`config.mk`:
```
export PLATFORM = sky130hd
export DESIGN_NAME = usb_host_transfer_launch
export DESIGN_NICKNAME = d
export VERILOG_FILES = /design/src/common/xfer_launch_pkg.sv /design/src/common/set_launch_if.sv /design/src/logic/transfer_set.sv /design/src/logic/usb_host_transfer_launch.sv
export SDC_FILE = /design/constraint.sdc
export NUM_CORES = 1
export LEC_CHECK = 0
export BUFFER_PORTS_ARGS = -buffer_cell sky130_fd_sc_hd__buf_2
export CAP_MARGIN = 5
export CORE_MARGIN = 1
export CORE_UTILIZATION = 55
export DETAILED_ROUTE_END_ITERATION = 7
export PLACE_DENSITY = 0.77
export SKIP_CTS_REPAIR_TIMING = 1
export SLEW_MARGIN = 0
export SYNTH_ARGS = -nofsm -noshare
export SYNTH_HDL_FRONTEND = slang
export SYNTH_SLANG_ARGS = --single-unit
```
`constraint.sdc`:
```
create_clock -name mclk -period 5.1 [get_ports mclk]
set_input_delay 1.02 -clock mclk [delete_from_list [all_inputs] [get_ports mclk]]
set_output_delay 1.02 -clock mclk [all_outputs]
set_load 0.02 [all_outputs]
```
`src/common/xfer_launch_pkg.sv`:
```
// constants and types for the host transfer launch block
package xfer_launch_pkg;
	// register offsets on the parallel port
	localparam logic [7:0] SET_A_CTRL_OFS = 8'h00;
	localparam logic [7:0] SET_A_PTR_OFS  = 8'h01;
	localparam logic [7:0] SET_B_CTRL_OFS = 8'h08;
	localparam logic [7:0] SET_B_PTR_OFS  = 8'h09;
	localparam logic [7:0] FEATURE_OFS    = 8'h0F;
	// transfer control field positions
	localparam int PREAMBLE_BIT = 7;
	localparam int TOGGLE_BIT   = 6;
	localparam int SOF_SYNC_BIT = 5;
	localparam int ISO_BIT      = 4;
	localparam int RSVD_BIT     = 3;
	localparam int DIR_BIT      = 2;
	localparam int ENABLE_BIT   = 1;
	localparam int ARM_BIT      = 0;
	// values after reset, unmapped read value and set and sync stage counts
	localparam logic       ARM_RESET  = 1'b0;
	localparam logic [7:0] BYTE_RESET = 8'h00;
	localparam logic [7:0] UNMAPPED_READ = 8'h00;
	localparam logic       FLAG_RESET    = 1'b0;
	localparam logic       STROBE_RESET  = 1'b1;
	localparam logic       LAST_B_RESET  = 1'b1;
	localparam int SET_COUNT = 2;
	localparam int SYNC_STAGES = 2;

	typedef enum logic [1:0] {
		LAUNCH_IDLE = 2'b00,
		LAUNCH_WAIT_SOF = 2'b11,
		LAUNCH_BUSY = 2'b01
	} launch_state_t;
endpackage

```
`src/common/set_launch_if.sv`:
```
// carrier between the launch logic and one register set
`timescale 1ns/100ps
interface set_launch_if;
	logic       wrCtrl;
	logic       wrPtr;
	logic [7:0] wrData;
	logic       clearArm;
	logic [7:0] ctrl;
	logic [7:0] ptr;

	modport owner (output wrCtrl, output wrPtr, output wrData, output clearArm, input ctrl, input ptr);
	modport holder (input wrCtrl, input wrPtr, input wrData, input clearArm, output ctrl, output ptr);
endinterface

```
`src/logic/transfer_set.sv`:
```
// one transfer register set: control byte and buffer pointer
`timescale 1ns/100ps
module transfer_set
	import xfer_launch_pkg::*;
(
	// clocking
	input wire logic    mclk,
	input wire logic    reset,
	input wire logic    ce,
	// holder side
	set_launch_if.holder regs
);
	logic       arm_q, arm_d;
	logic [7:1] ctrlHi_q, ctrlHi_d;
	logic [7:0] ptr_q, ptr_d;

	always_comb begin
		arm_d    = arm_q;
		ctrlHi_d = ctrlHi_q;
		ptr_d    = ptr_q;
		if (regs.clearArm) begin
			arm_d = 1'b0;
		end
		if (regs.wrCtrl) begin
			ctrlHi_d = regs.wrData[7:1];
			arm_d    = regs.wrData[ARM_BIT]; // software write wins over completion clear
		end
		if (regs.wrPtr) begin
			ptr_d = regs.wrData;
		end
	end

	// only arm has a reset value
	always_ff @(posedge mclk) begin
		if (reset) begin
			arm_q <= ARM_RESET;
		end else if (ce) begin
			arm_q <= arm_d;
		end
	end

	always_ff @(posedge mclk) begin
		if (ce) begin
			ctrlHi_q <= ctrlHi_d;
			ptr_q    <= ptr_d;
		end
	end

	assign regs.ctrl = {ctrlHi_q, arm_q};
	assign regs.ptr  = ptr_q;
endmodule // transfer_set

```
`src/logic/usb_host_transfer_launch.sv`:
```
// host transfer launch logic with two overlapped register sets
`timescale 1ns/100ps
//////////////////////////////////////////////////////////////////////////////
// Overview of operation
// - preamble bit one sends preamble before packet
// - direct low-speed mode ignores the preamble bit
// - toggle picks DATA0/DATA1, OUT transactions only
// - frame-aligned bit waits for next SOF
// - isochronous bit marks packet isochronous
// - direction one is OUT, zero is IN
// - enable zero ignores the set despite arm
// - enable and arm launch; completion clears arm
// - buffer pointer gives start of buffer data
// - two sets overlap, completion passes to other
// - second set usable after write to 0FH
// - only arm bit resets to zero
module usb_host_transfer_launch
	import xfer_launch_pkg::*;
(
	// clocking
	input  wire logic       mclk,
	input  wire logic       reset,
	input  wire logic       ce,
	// parallel register port pins
	input  wire logic [7:0] cpuAddr,
	input  wire logic [7:0] cpuWrData,
	input  wire logic       cpuWrN,
	input  wire logic       cpuRdN,
	output      logic [7:0] cpuRdData,
	// serial engine status
	input  wire logic       sieIdle,
	input  wire logic       sofSent,
	input  wire logic       xferDone,
	input  wire logic       directLowSpeed,
	// launch to serial engine
	output      logic       launch,
	output      logic       launchSetB,
	output      logic       launchPreamble,
	output      logic       launchToggle,
	output      logic       launchIso,
	output      logic       launchOut,
	output      logic [7:0] launchPointer,
	output      logic       doneSetA,
	output      logic       doneSetB,
	output      logic       fullFeature
);
	//////////////////////////////////////////////////////////////////////////
	// pin synchronisers
	logic [7:0] addrS1_q, addrS2_q, dataS1_q, dataS2_q;
	logic       wrS1_q, wrS2_q, wrS3_q, rdS1_q, rdS2_q;

	always_ff @(posedge mclk) begin
		if (reset) begin
			addrS1_q <= BYTE_RESET;
			addrS2_q <= BYTE_RESET;
			dataS1_q <= BYTE_RESET;
			dataS2_q <= BYTE_RESET;
			wrS1_q   <= STROBE_RESET;
			wrS2_q   <= STROBE_RESET;
			wrS3_q   <= STROBE_RESET;
			rdS1_q   <= STROBE_RESET;
			rdS2_q   <= STROBE_RESET;
		end else if (ce) begin
			addrS1_q <= cpuAddr;
			addrS2_q <= addrS1_q;
			dataS1_q <= cpuWrData;
			dataS2_q <= dataS1_q;
			wrS1_q   <= cpuWrN;
			wrS2_q   <= wrS1_q;
			wrS3_q   <= wrS2_q;
			rdS1_q   <= cpuRdN;
			rdS2_q   <= rdS1_q;
		end
	end

	// falling edge of the synced write strobe
	logic wrStrobe;
	assign wrStrobe = !wrS2_q && wrS3_q;

	//////////////////////////////////////////////////////////////////////////
	// register sets
	set_launch_if setBus [SET_COUNT] ();
	logic [7:0] ctrlA, ctrlB;
	logic       clearA, clearB;

	assign ctrlA = setBus[0].ctrl;
	assign ctrlB = setBus[1].ctrl;

	genvar s;
	generate
		for (s = 0; s < SET_COUNT; s++) begin : gSet
			localparam logic [7:0] CTRL_OFS = (s == 0) ? SET_A_CTRL_OFS : SET_B_CTRL_OFS;
			localparam logic [7:0] PTR_OFS  = (s == 0) ? SET_A_PTR_OFS : SET_B_PTR_OFS;
			assign setBus[s].wrCtrl   = wrStrobe && (addrS2_q == CTRL_OFS);
			assign setBus[s].wrPtr    = wrStrobe && (addrS2_q == PTR_OFS);
			assign setBus[s].wrData   = dataS2_q;
			assign setBus[s].clearArm = (s == 0) ? clearA : clearB;
			transfer_set uSet (
				.mclk  (mclk),
				.reset (reset),
				.ce    (ce),
				.regs  (setBus[s])
			);
		end
	endgenerate

	//////////////////////////////////////////////////////////////////////////
	// launch sequencing
	launch_state_t state_q, state_d;
	logic       activeB_q, activeB_d, lastB_q, lastB_d, feature_q, feature_d;
	logic       launch_d, preamble_d, toggle_d, iso_d, out_d, doneA_d, doneB_d;
	logic [7:0] pointer_d, rdData_d;
	logic       readyA, readyB, pickB;
	logic [7:0] pickCtrl, pickPtr;

	assign readyA   = ctrlA[ENABLE_BIT] && ctrlA[ARM_BIT];
	assign readyB   = feature_q && ctrlB[ENABLE_BIT] && ctrlB[ARM_BIT];
	assign pickB    = readyB && (!readyA || !lastB_q);
	assign pickCtrl = pickB ? ctrlB : ctrlA;
	assign pickPtr  = pickB ? setBus[1].ptr : setBus[0].ptr;

	// next state and launch fields
	always_comb begin
		state_d    = state_q;
		activeB_d  = activeB_q;
		lastB_d    = lastB_q;
		feature_d  = feature_q || (wrStrobe && addrS2_q == FEATURE_OFS);
		launch_d   = 1'b0;
		preamble_d = launchPreamble;
		toggle_d   = launchToggle;
		iso_d      = launchIso;
		out_d      = launchOut;
		pointer_d  = launchPointer;
		doneA_d    = 1'b0;
		doneB_d    = 1'b0;
		clearA     = 1'b0;
		clearB     = 1'b0;
		unique case (state_q)
			LAUNCH_IDLE, LAUNCH_WAIT_SOF: begin
				if (!(readyA || readyB)) begin
					state_d = LAUNCH_IDLE;
				end else if (pickCtrl[SOF_SYNC_BIT] && !(state_q == LAUNCH_WAIT_SOF && sofSent)) begin
					state_d = LAUNCH_WAIT_SOF;
				end else if (sieIdle || pickCtrl[SOF_SYNC_BIT]) begin
					state_d    = LAUNCH_BUSY;
					activeB_d  = pickB;
					launch_d   = 1'b1;
					preamble_d = pickCtrl[PREAMBLE_BIT] && !directLowSpeed;
					toggle_d   = pickCtrl[DIR_BIT] && pickCtrl[TOGGLE_BIT];
					iso_d      = pickCtrl[ISO_BIT];
					out_d      = pickCtrl[DIR_BIT];
					pointer_d  = pickPtr;
				end
			end
			LAUNCH_BUSY: begin
				if (xferDone) begin
					state_d = LAUNCH_IDLE;
					lastB_d = activeB_q;
					clearA  = !activeB_q;
					clearB  = activeB_q;
					doneA_d = !activeB_q;
					doneB_d = activeB_q;
				end
			end
			default: state_d = LAUNCH_IDLE;
		endcase
		// read mux, holds while read strobe high
		unique case (addrS2_q)
			SET_A_CTRL_OFS: rdData_d = ctrlA;
			SET_A_PTR_OFS:  rdData_d = setBus[0].ptr;
			SET_B_CTRL_OFS: rdData_d = ctrlB;
			SET_B_PTR_OFS:  rdData_d = setBus[1].ptr;
			default:        rdData_d = UNMAPPED_READ;
		endcase
		if (rdS2_q) begin
			rdData_d = cpuRdData;
		end
	end

	// registered state and outputs
	always_ff @(posedge mclk) begin
		if (reset) begin
			state_q        <= LAUNCH_IDLE;
			activeB_q      <= FLAG_RESET;
			lastB_q        <= LAST_B_RESET;
			feature_q      <= FLAG_RESET;
			launch         <= FLAG_RESET;
			launchSetB     <= FLAG_RESET;
			launchPreamble <= FLAG_RESET;
			launchToggle   <= FLAG_RESET;
			launchIso      <= FLAG_RESET;
			launchOut      <= FLAG_RESET;
			launchPointer  <= BYTE_RESET;
			doneSetA       <= FLAG_RESET;
			doneSetB       <= FLAG_RESET;
			fullFeature    <= FLAG_RESET;
			cpuRdData      <= BYTE_RESET;
		end else if (ce) begin
			state_q        <= state_d;
			activeB_q      <= activeB_d;
			lastB_q        <= lastB_d;
			feature_q      <= feature_d;
			launch         <= launch_d;
			launchSetB     <= activeB_d;
			launchPreamble <= preamble_d;
			launchToggle   <= toggle_d;
			launchIso      <= iso_d;
			launchOut      <= out_d;
			launchPointer  <= pointer_d;
			doneSetA       <= doneA_d;
			doneSetB       <= doneB_d;
			fullFeature    <= feature_d;
			cpuRdData      <= rdData_d;
		end
	end
endmodule // usb_host_transfer_launch

```
==> impl_metrics.sql <==
INSERT INTO impl_metrics (metric_group, metric, value, unit) VALUES
('routing', 'via_per_inst', '5.745', ''),
('layout', 'filler_cell_count', '515', ''),
('power', 'power_density', '333.0', 'nW/um^2'),
('flow_run', 'max_cap_violations', '0', ''),
('layout', 'multi_input_area', '1461', 'sq um'),
('setup_path', 'maximum_fanout_along_the_worst_path', '36', ''),
('setup_path', 'regToRegStartpoint', 'addrS2_q[4]$_SDFFE_PP0P_', ''),
('global_route', 'grt_first_pass_wirelength', '11.26', 'mm'),
('layout', 'antenna_cells', '0', ''),
('cts', 'cts_root_buffer', 'clkbuf_8', ''),
('setup_path', 'critical_path.startpoint', 'ce', ''),
('cts', 'maximum_clock_path_buffer_count', '2', ''),
('synthesis', 'netlist_area', '3811', 'sq um'),
('layout', 'final_nets', '389', ''),
('sta', 'finalHoldViolations', '0', ''),
('hold_path', 'hold_path.class', 'register to register', ''),
('setup_path', 'register_to_register_setup_slack', '2680', 'ps'),
('sta', 'timing_worst_slew_pin_value', '1175', 'ps'),
('synthesis', 'number_of_distinct_standard_cells_referenced_by_the_synthesized_netlist', '37', ''),
('die', 'die_height', '85.24', 'um'),
('sta', 'fmaxAchievable', '0.4138', 'GHz'),
('global_route', 'grt.overflow.total', '0', ''),
('layout', 'regArea', '2242', 'sq um'),
('routing', 'drt_drc_violations_left', '0', ''),
('power', 'net-switching-power', '0.3214', 'mW'),
('layout', 'post_route_cells_drive_above_1_share', '22.07', '%'),
('setup_path', 'timing.critical_path.to_type', 'register', ''),
('routing', 'wl', '7.048', 'mm'),
('cts', 'cts_inserted_buffers', '9', ''),
('die', 'io_pins', '50', ''),
('synthesis', 'synth.top_cell.area_share', '35.19', '%'),
('run_status', 'result_of_the_run', 'completed', ''),
('cts', 'cts.reportedPaths.clkPinSlew', '90', 'ps'),
('synthesis', 'netlist_top_cells_area', 'dfxtp_1 (35%), edfxtp_1 (24%), mux2i_1 (11%), mux4_2 (4.7%), nor2_1 (4.5%)', ''),
('setup_path', 'worst_ep_arrival_time', '2690', 'ps'),
('synthesis', 'synth_top_area_cell', 'dfxtp_1', ''),
('die', 'floorplan.initialDensity', '58.35', '%'),
('synthesis', 'avg_synthesized_cell_area', '11.87', 'sq um'),
('power', 'combPwrFrac', '5.9', '%'),
('sta', 'clock_tree_skew_after_final_layout', '10.70', 'ps'),
('sta', 'setup_viol', '0', ''),
('sta', 'setup-tns-final', '0', 'ps'),
('synthesis', 'ys_seq_area_share', '58.83', '%'),
('power', 'share_clk_of_total_power', '36.1', '%'),
('die', 'die_area', '7266', 'sq um'),
('setup_path', 'worstReg2RegEnd', 'gSet[1].uSet.regs.ptr[1]$_DFFE_PP_', ''),
('setup_path', 'timing.setup.critical_path_class', 'primary input to register', ''),
('global_route', 'grt_max_degree', '68', ''),
('global_route', 'track_usage', '20.43', '%'),
('synthesis', 'synthesis.nets', '348', ''),
('power', 'netSwitchingFraction', '22.50', '%'),
('power', 'share_seq_of_total_power', '58.0', '%'),
('power', 'p_int', '1.107', 'mW'),
('routing', 'num_vias', '2551', ''),
('global_route', 'grt_pass1_vias', '2301', ''),
('power', 'max-vdd-ir-drop', '0.1540', 'mV'),
('cts', 'clk_latency', '360', 'ps'),
('sta', 'slew_headroom', '21.64', '%'),
('setup_path', 'critical_path_required', '5380', 'ps'),
('synthesis', 'ys_seq_elements', '97', ''),
('layout', 'final_cells', '444', ''),
('layout', 'most-common-layout-cells', 'dfxtp_1 (67), buf_2 (49), nor2_1 (46), mux2i_1 (43), edfxtp_1 (30)', ''),
('synthesis', 'synth-warning-count', '0', ''),
('setup_path', 'setup.worst_path.end', 'cpuRdData[2]$_SDFFE_PP0P_', ''),
('cts', 'tritoncts', 'yes', ''),
('sta', 'rsz0062_at_grt', 'false', ''),
('place', 'port_buffers', '49', ''),
('routing', 'detailedRoute.firstIterationViolations', '175', ''),
('die', 'placementRows', '29', ''),
('setup_path', 'r2r.worst_path.cells', '5', ''),
('global_route', 'antenna_violations_before_repair', '0', '');
## area by class of cell
type,count,area share [%]
sequential,97,52.26
multi-input combinational,198,34.06
timing repair buffer,51,6.066
clock buffer,10,3.470
tap,77,2.246
clock inverter,6,1.458
inverter,5,0.4374
## worst min-delay path by stage
| stage | start | to | slack [ps] | depth (start not counted) |
|---|---|---|---|---|
| 2_1_floorplan | rdS1_q$_SDFFE_PP1P_ | rdS2_q$_SDFFE_PP1P_ | 430 | 1 |
| 3_3_place_gp | wrS1_q$_SDFFE_PP1P_ | wrS2_q$_SDFFE_PP1P_ | 440 | 1 |
| 3_5_place_dp | rdS1_q$_SDFFE_PP1P_ | rdS2_q$_SDFFE_PP1P_ | 450 | 1 |
| 4_1_cts | doneSetB$_SDFFE_PP0P_ | doneSetB$_SDFFE_PP0P_ | 470 | 2 |
| 5_1_grt | wrS1_q$_SDFFE_PP1P_ | wrS2_q$_SDFFE_PP1P_ | 480 | 1 |
| 6_report | doneSetB$_SDFFE_PP0P_ | doneSetB$_SDFFE_PP0P_ | 470 | 2 |
## sequential cells by signal, indices dropped and copies added, names as in the netlist, 2 cells and up
signal / cells
gSet.uSet.ctrlHi_q: 14
dataS2_q: 8
cpuRdData: 8
dataS1_q: 8
launchPointer: 8
addrS2_q: 8
state_q: 2
gSet.uSet.arm_q: 2
addrS1_q: 8
gSet.uSet.regs.ptr: 16
## cells in the mapped netlist, drive strengths merged
master    n
o21a      1
a32oi     1
o21ai     4
a211o     5
or3b      1
nand2b    1
a22oi     8
a31oi     2
inv       5
and3      2
nand2    12
nor3      4
nor2     47
nor4      1
nand4     2
clkbuf   10
o2111a    1
o2111ai   1
nor2b     5
a311oi   11
edfxtp   30
or3       1
nand4b    1
buf      11
nand3     4
a21oi    21
ha        2
mux2i    43
and2      4
nand3b    2
mux4      8
a21bo     1
dfxtp    67
or4       2
## power groups by stage
stage | clock [mW] | combinational, mW | sequential [mW]
CTS | 0.524 | 0.0845 | 0.829
global placement | 0 | 0.0819 | 0.845
finish | 0.516 | 0.0838 | 0.829
detailed placement | 0 | 0.0841 | 0.847
global route | 0.553 | 0.0932 | 0.832
floorplan | 0 | 0.0617 | 0.842
## critical path: stages
cell and delay, ps:
buf_2 320, buf_4 510, nand2b_1 340, nor2_4 270, a22oi_1 90, nor2_1 110
## per-stage QoR
step	area, sq um	util [%]	hold WS, ps	power, mW	worst slack, ps
CTS	4290	65.69	467.9	1.437	2658
finish	4290	65.69	467.0	1.429	2683
floorplan	3811	-	431.4	0.9040	2769
global placement	4079	62.45	438.4	0.9272	2400
detailed placement	4079	62.45	449.8	0.9306	2342
global route	4290	65.69	481.5	1.478	2546
## metal layers
layer,wire [um],up-vias,global-route usage (%)
li1,-,1269,-
met1,3249,1198,27.90
met2,3364,75,32.26
met3,348,9,3.599
met4,85,0,8.783
met5,0,-,0
## logic make-up after synthesis
| logic type | after synthesis | synth area share [%] |
|---|---|---|
| AO/OA/AOI/OAI | 56 | 10.08 |
| adder cells (fa/ha/maj) | 2 | 0.6565 |
| buffers and inverters | 26 | 2.824 |
| flip-flops | 97 | 58.83 |
| multiplexers | 51 | 16.02 |
| AND/OR/NAND/NOR | 89 | 11.59 |
No activity file was read; power rests on OpenSTA's default activity.
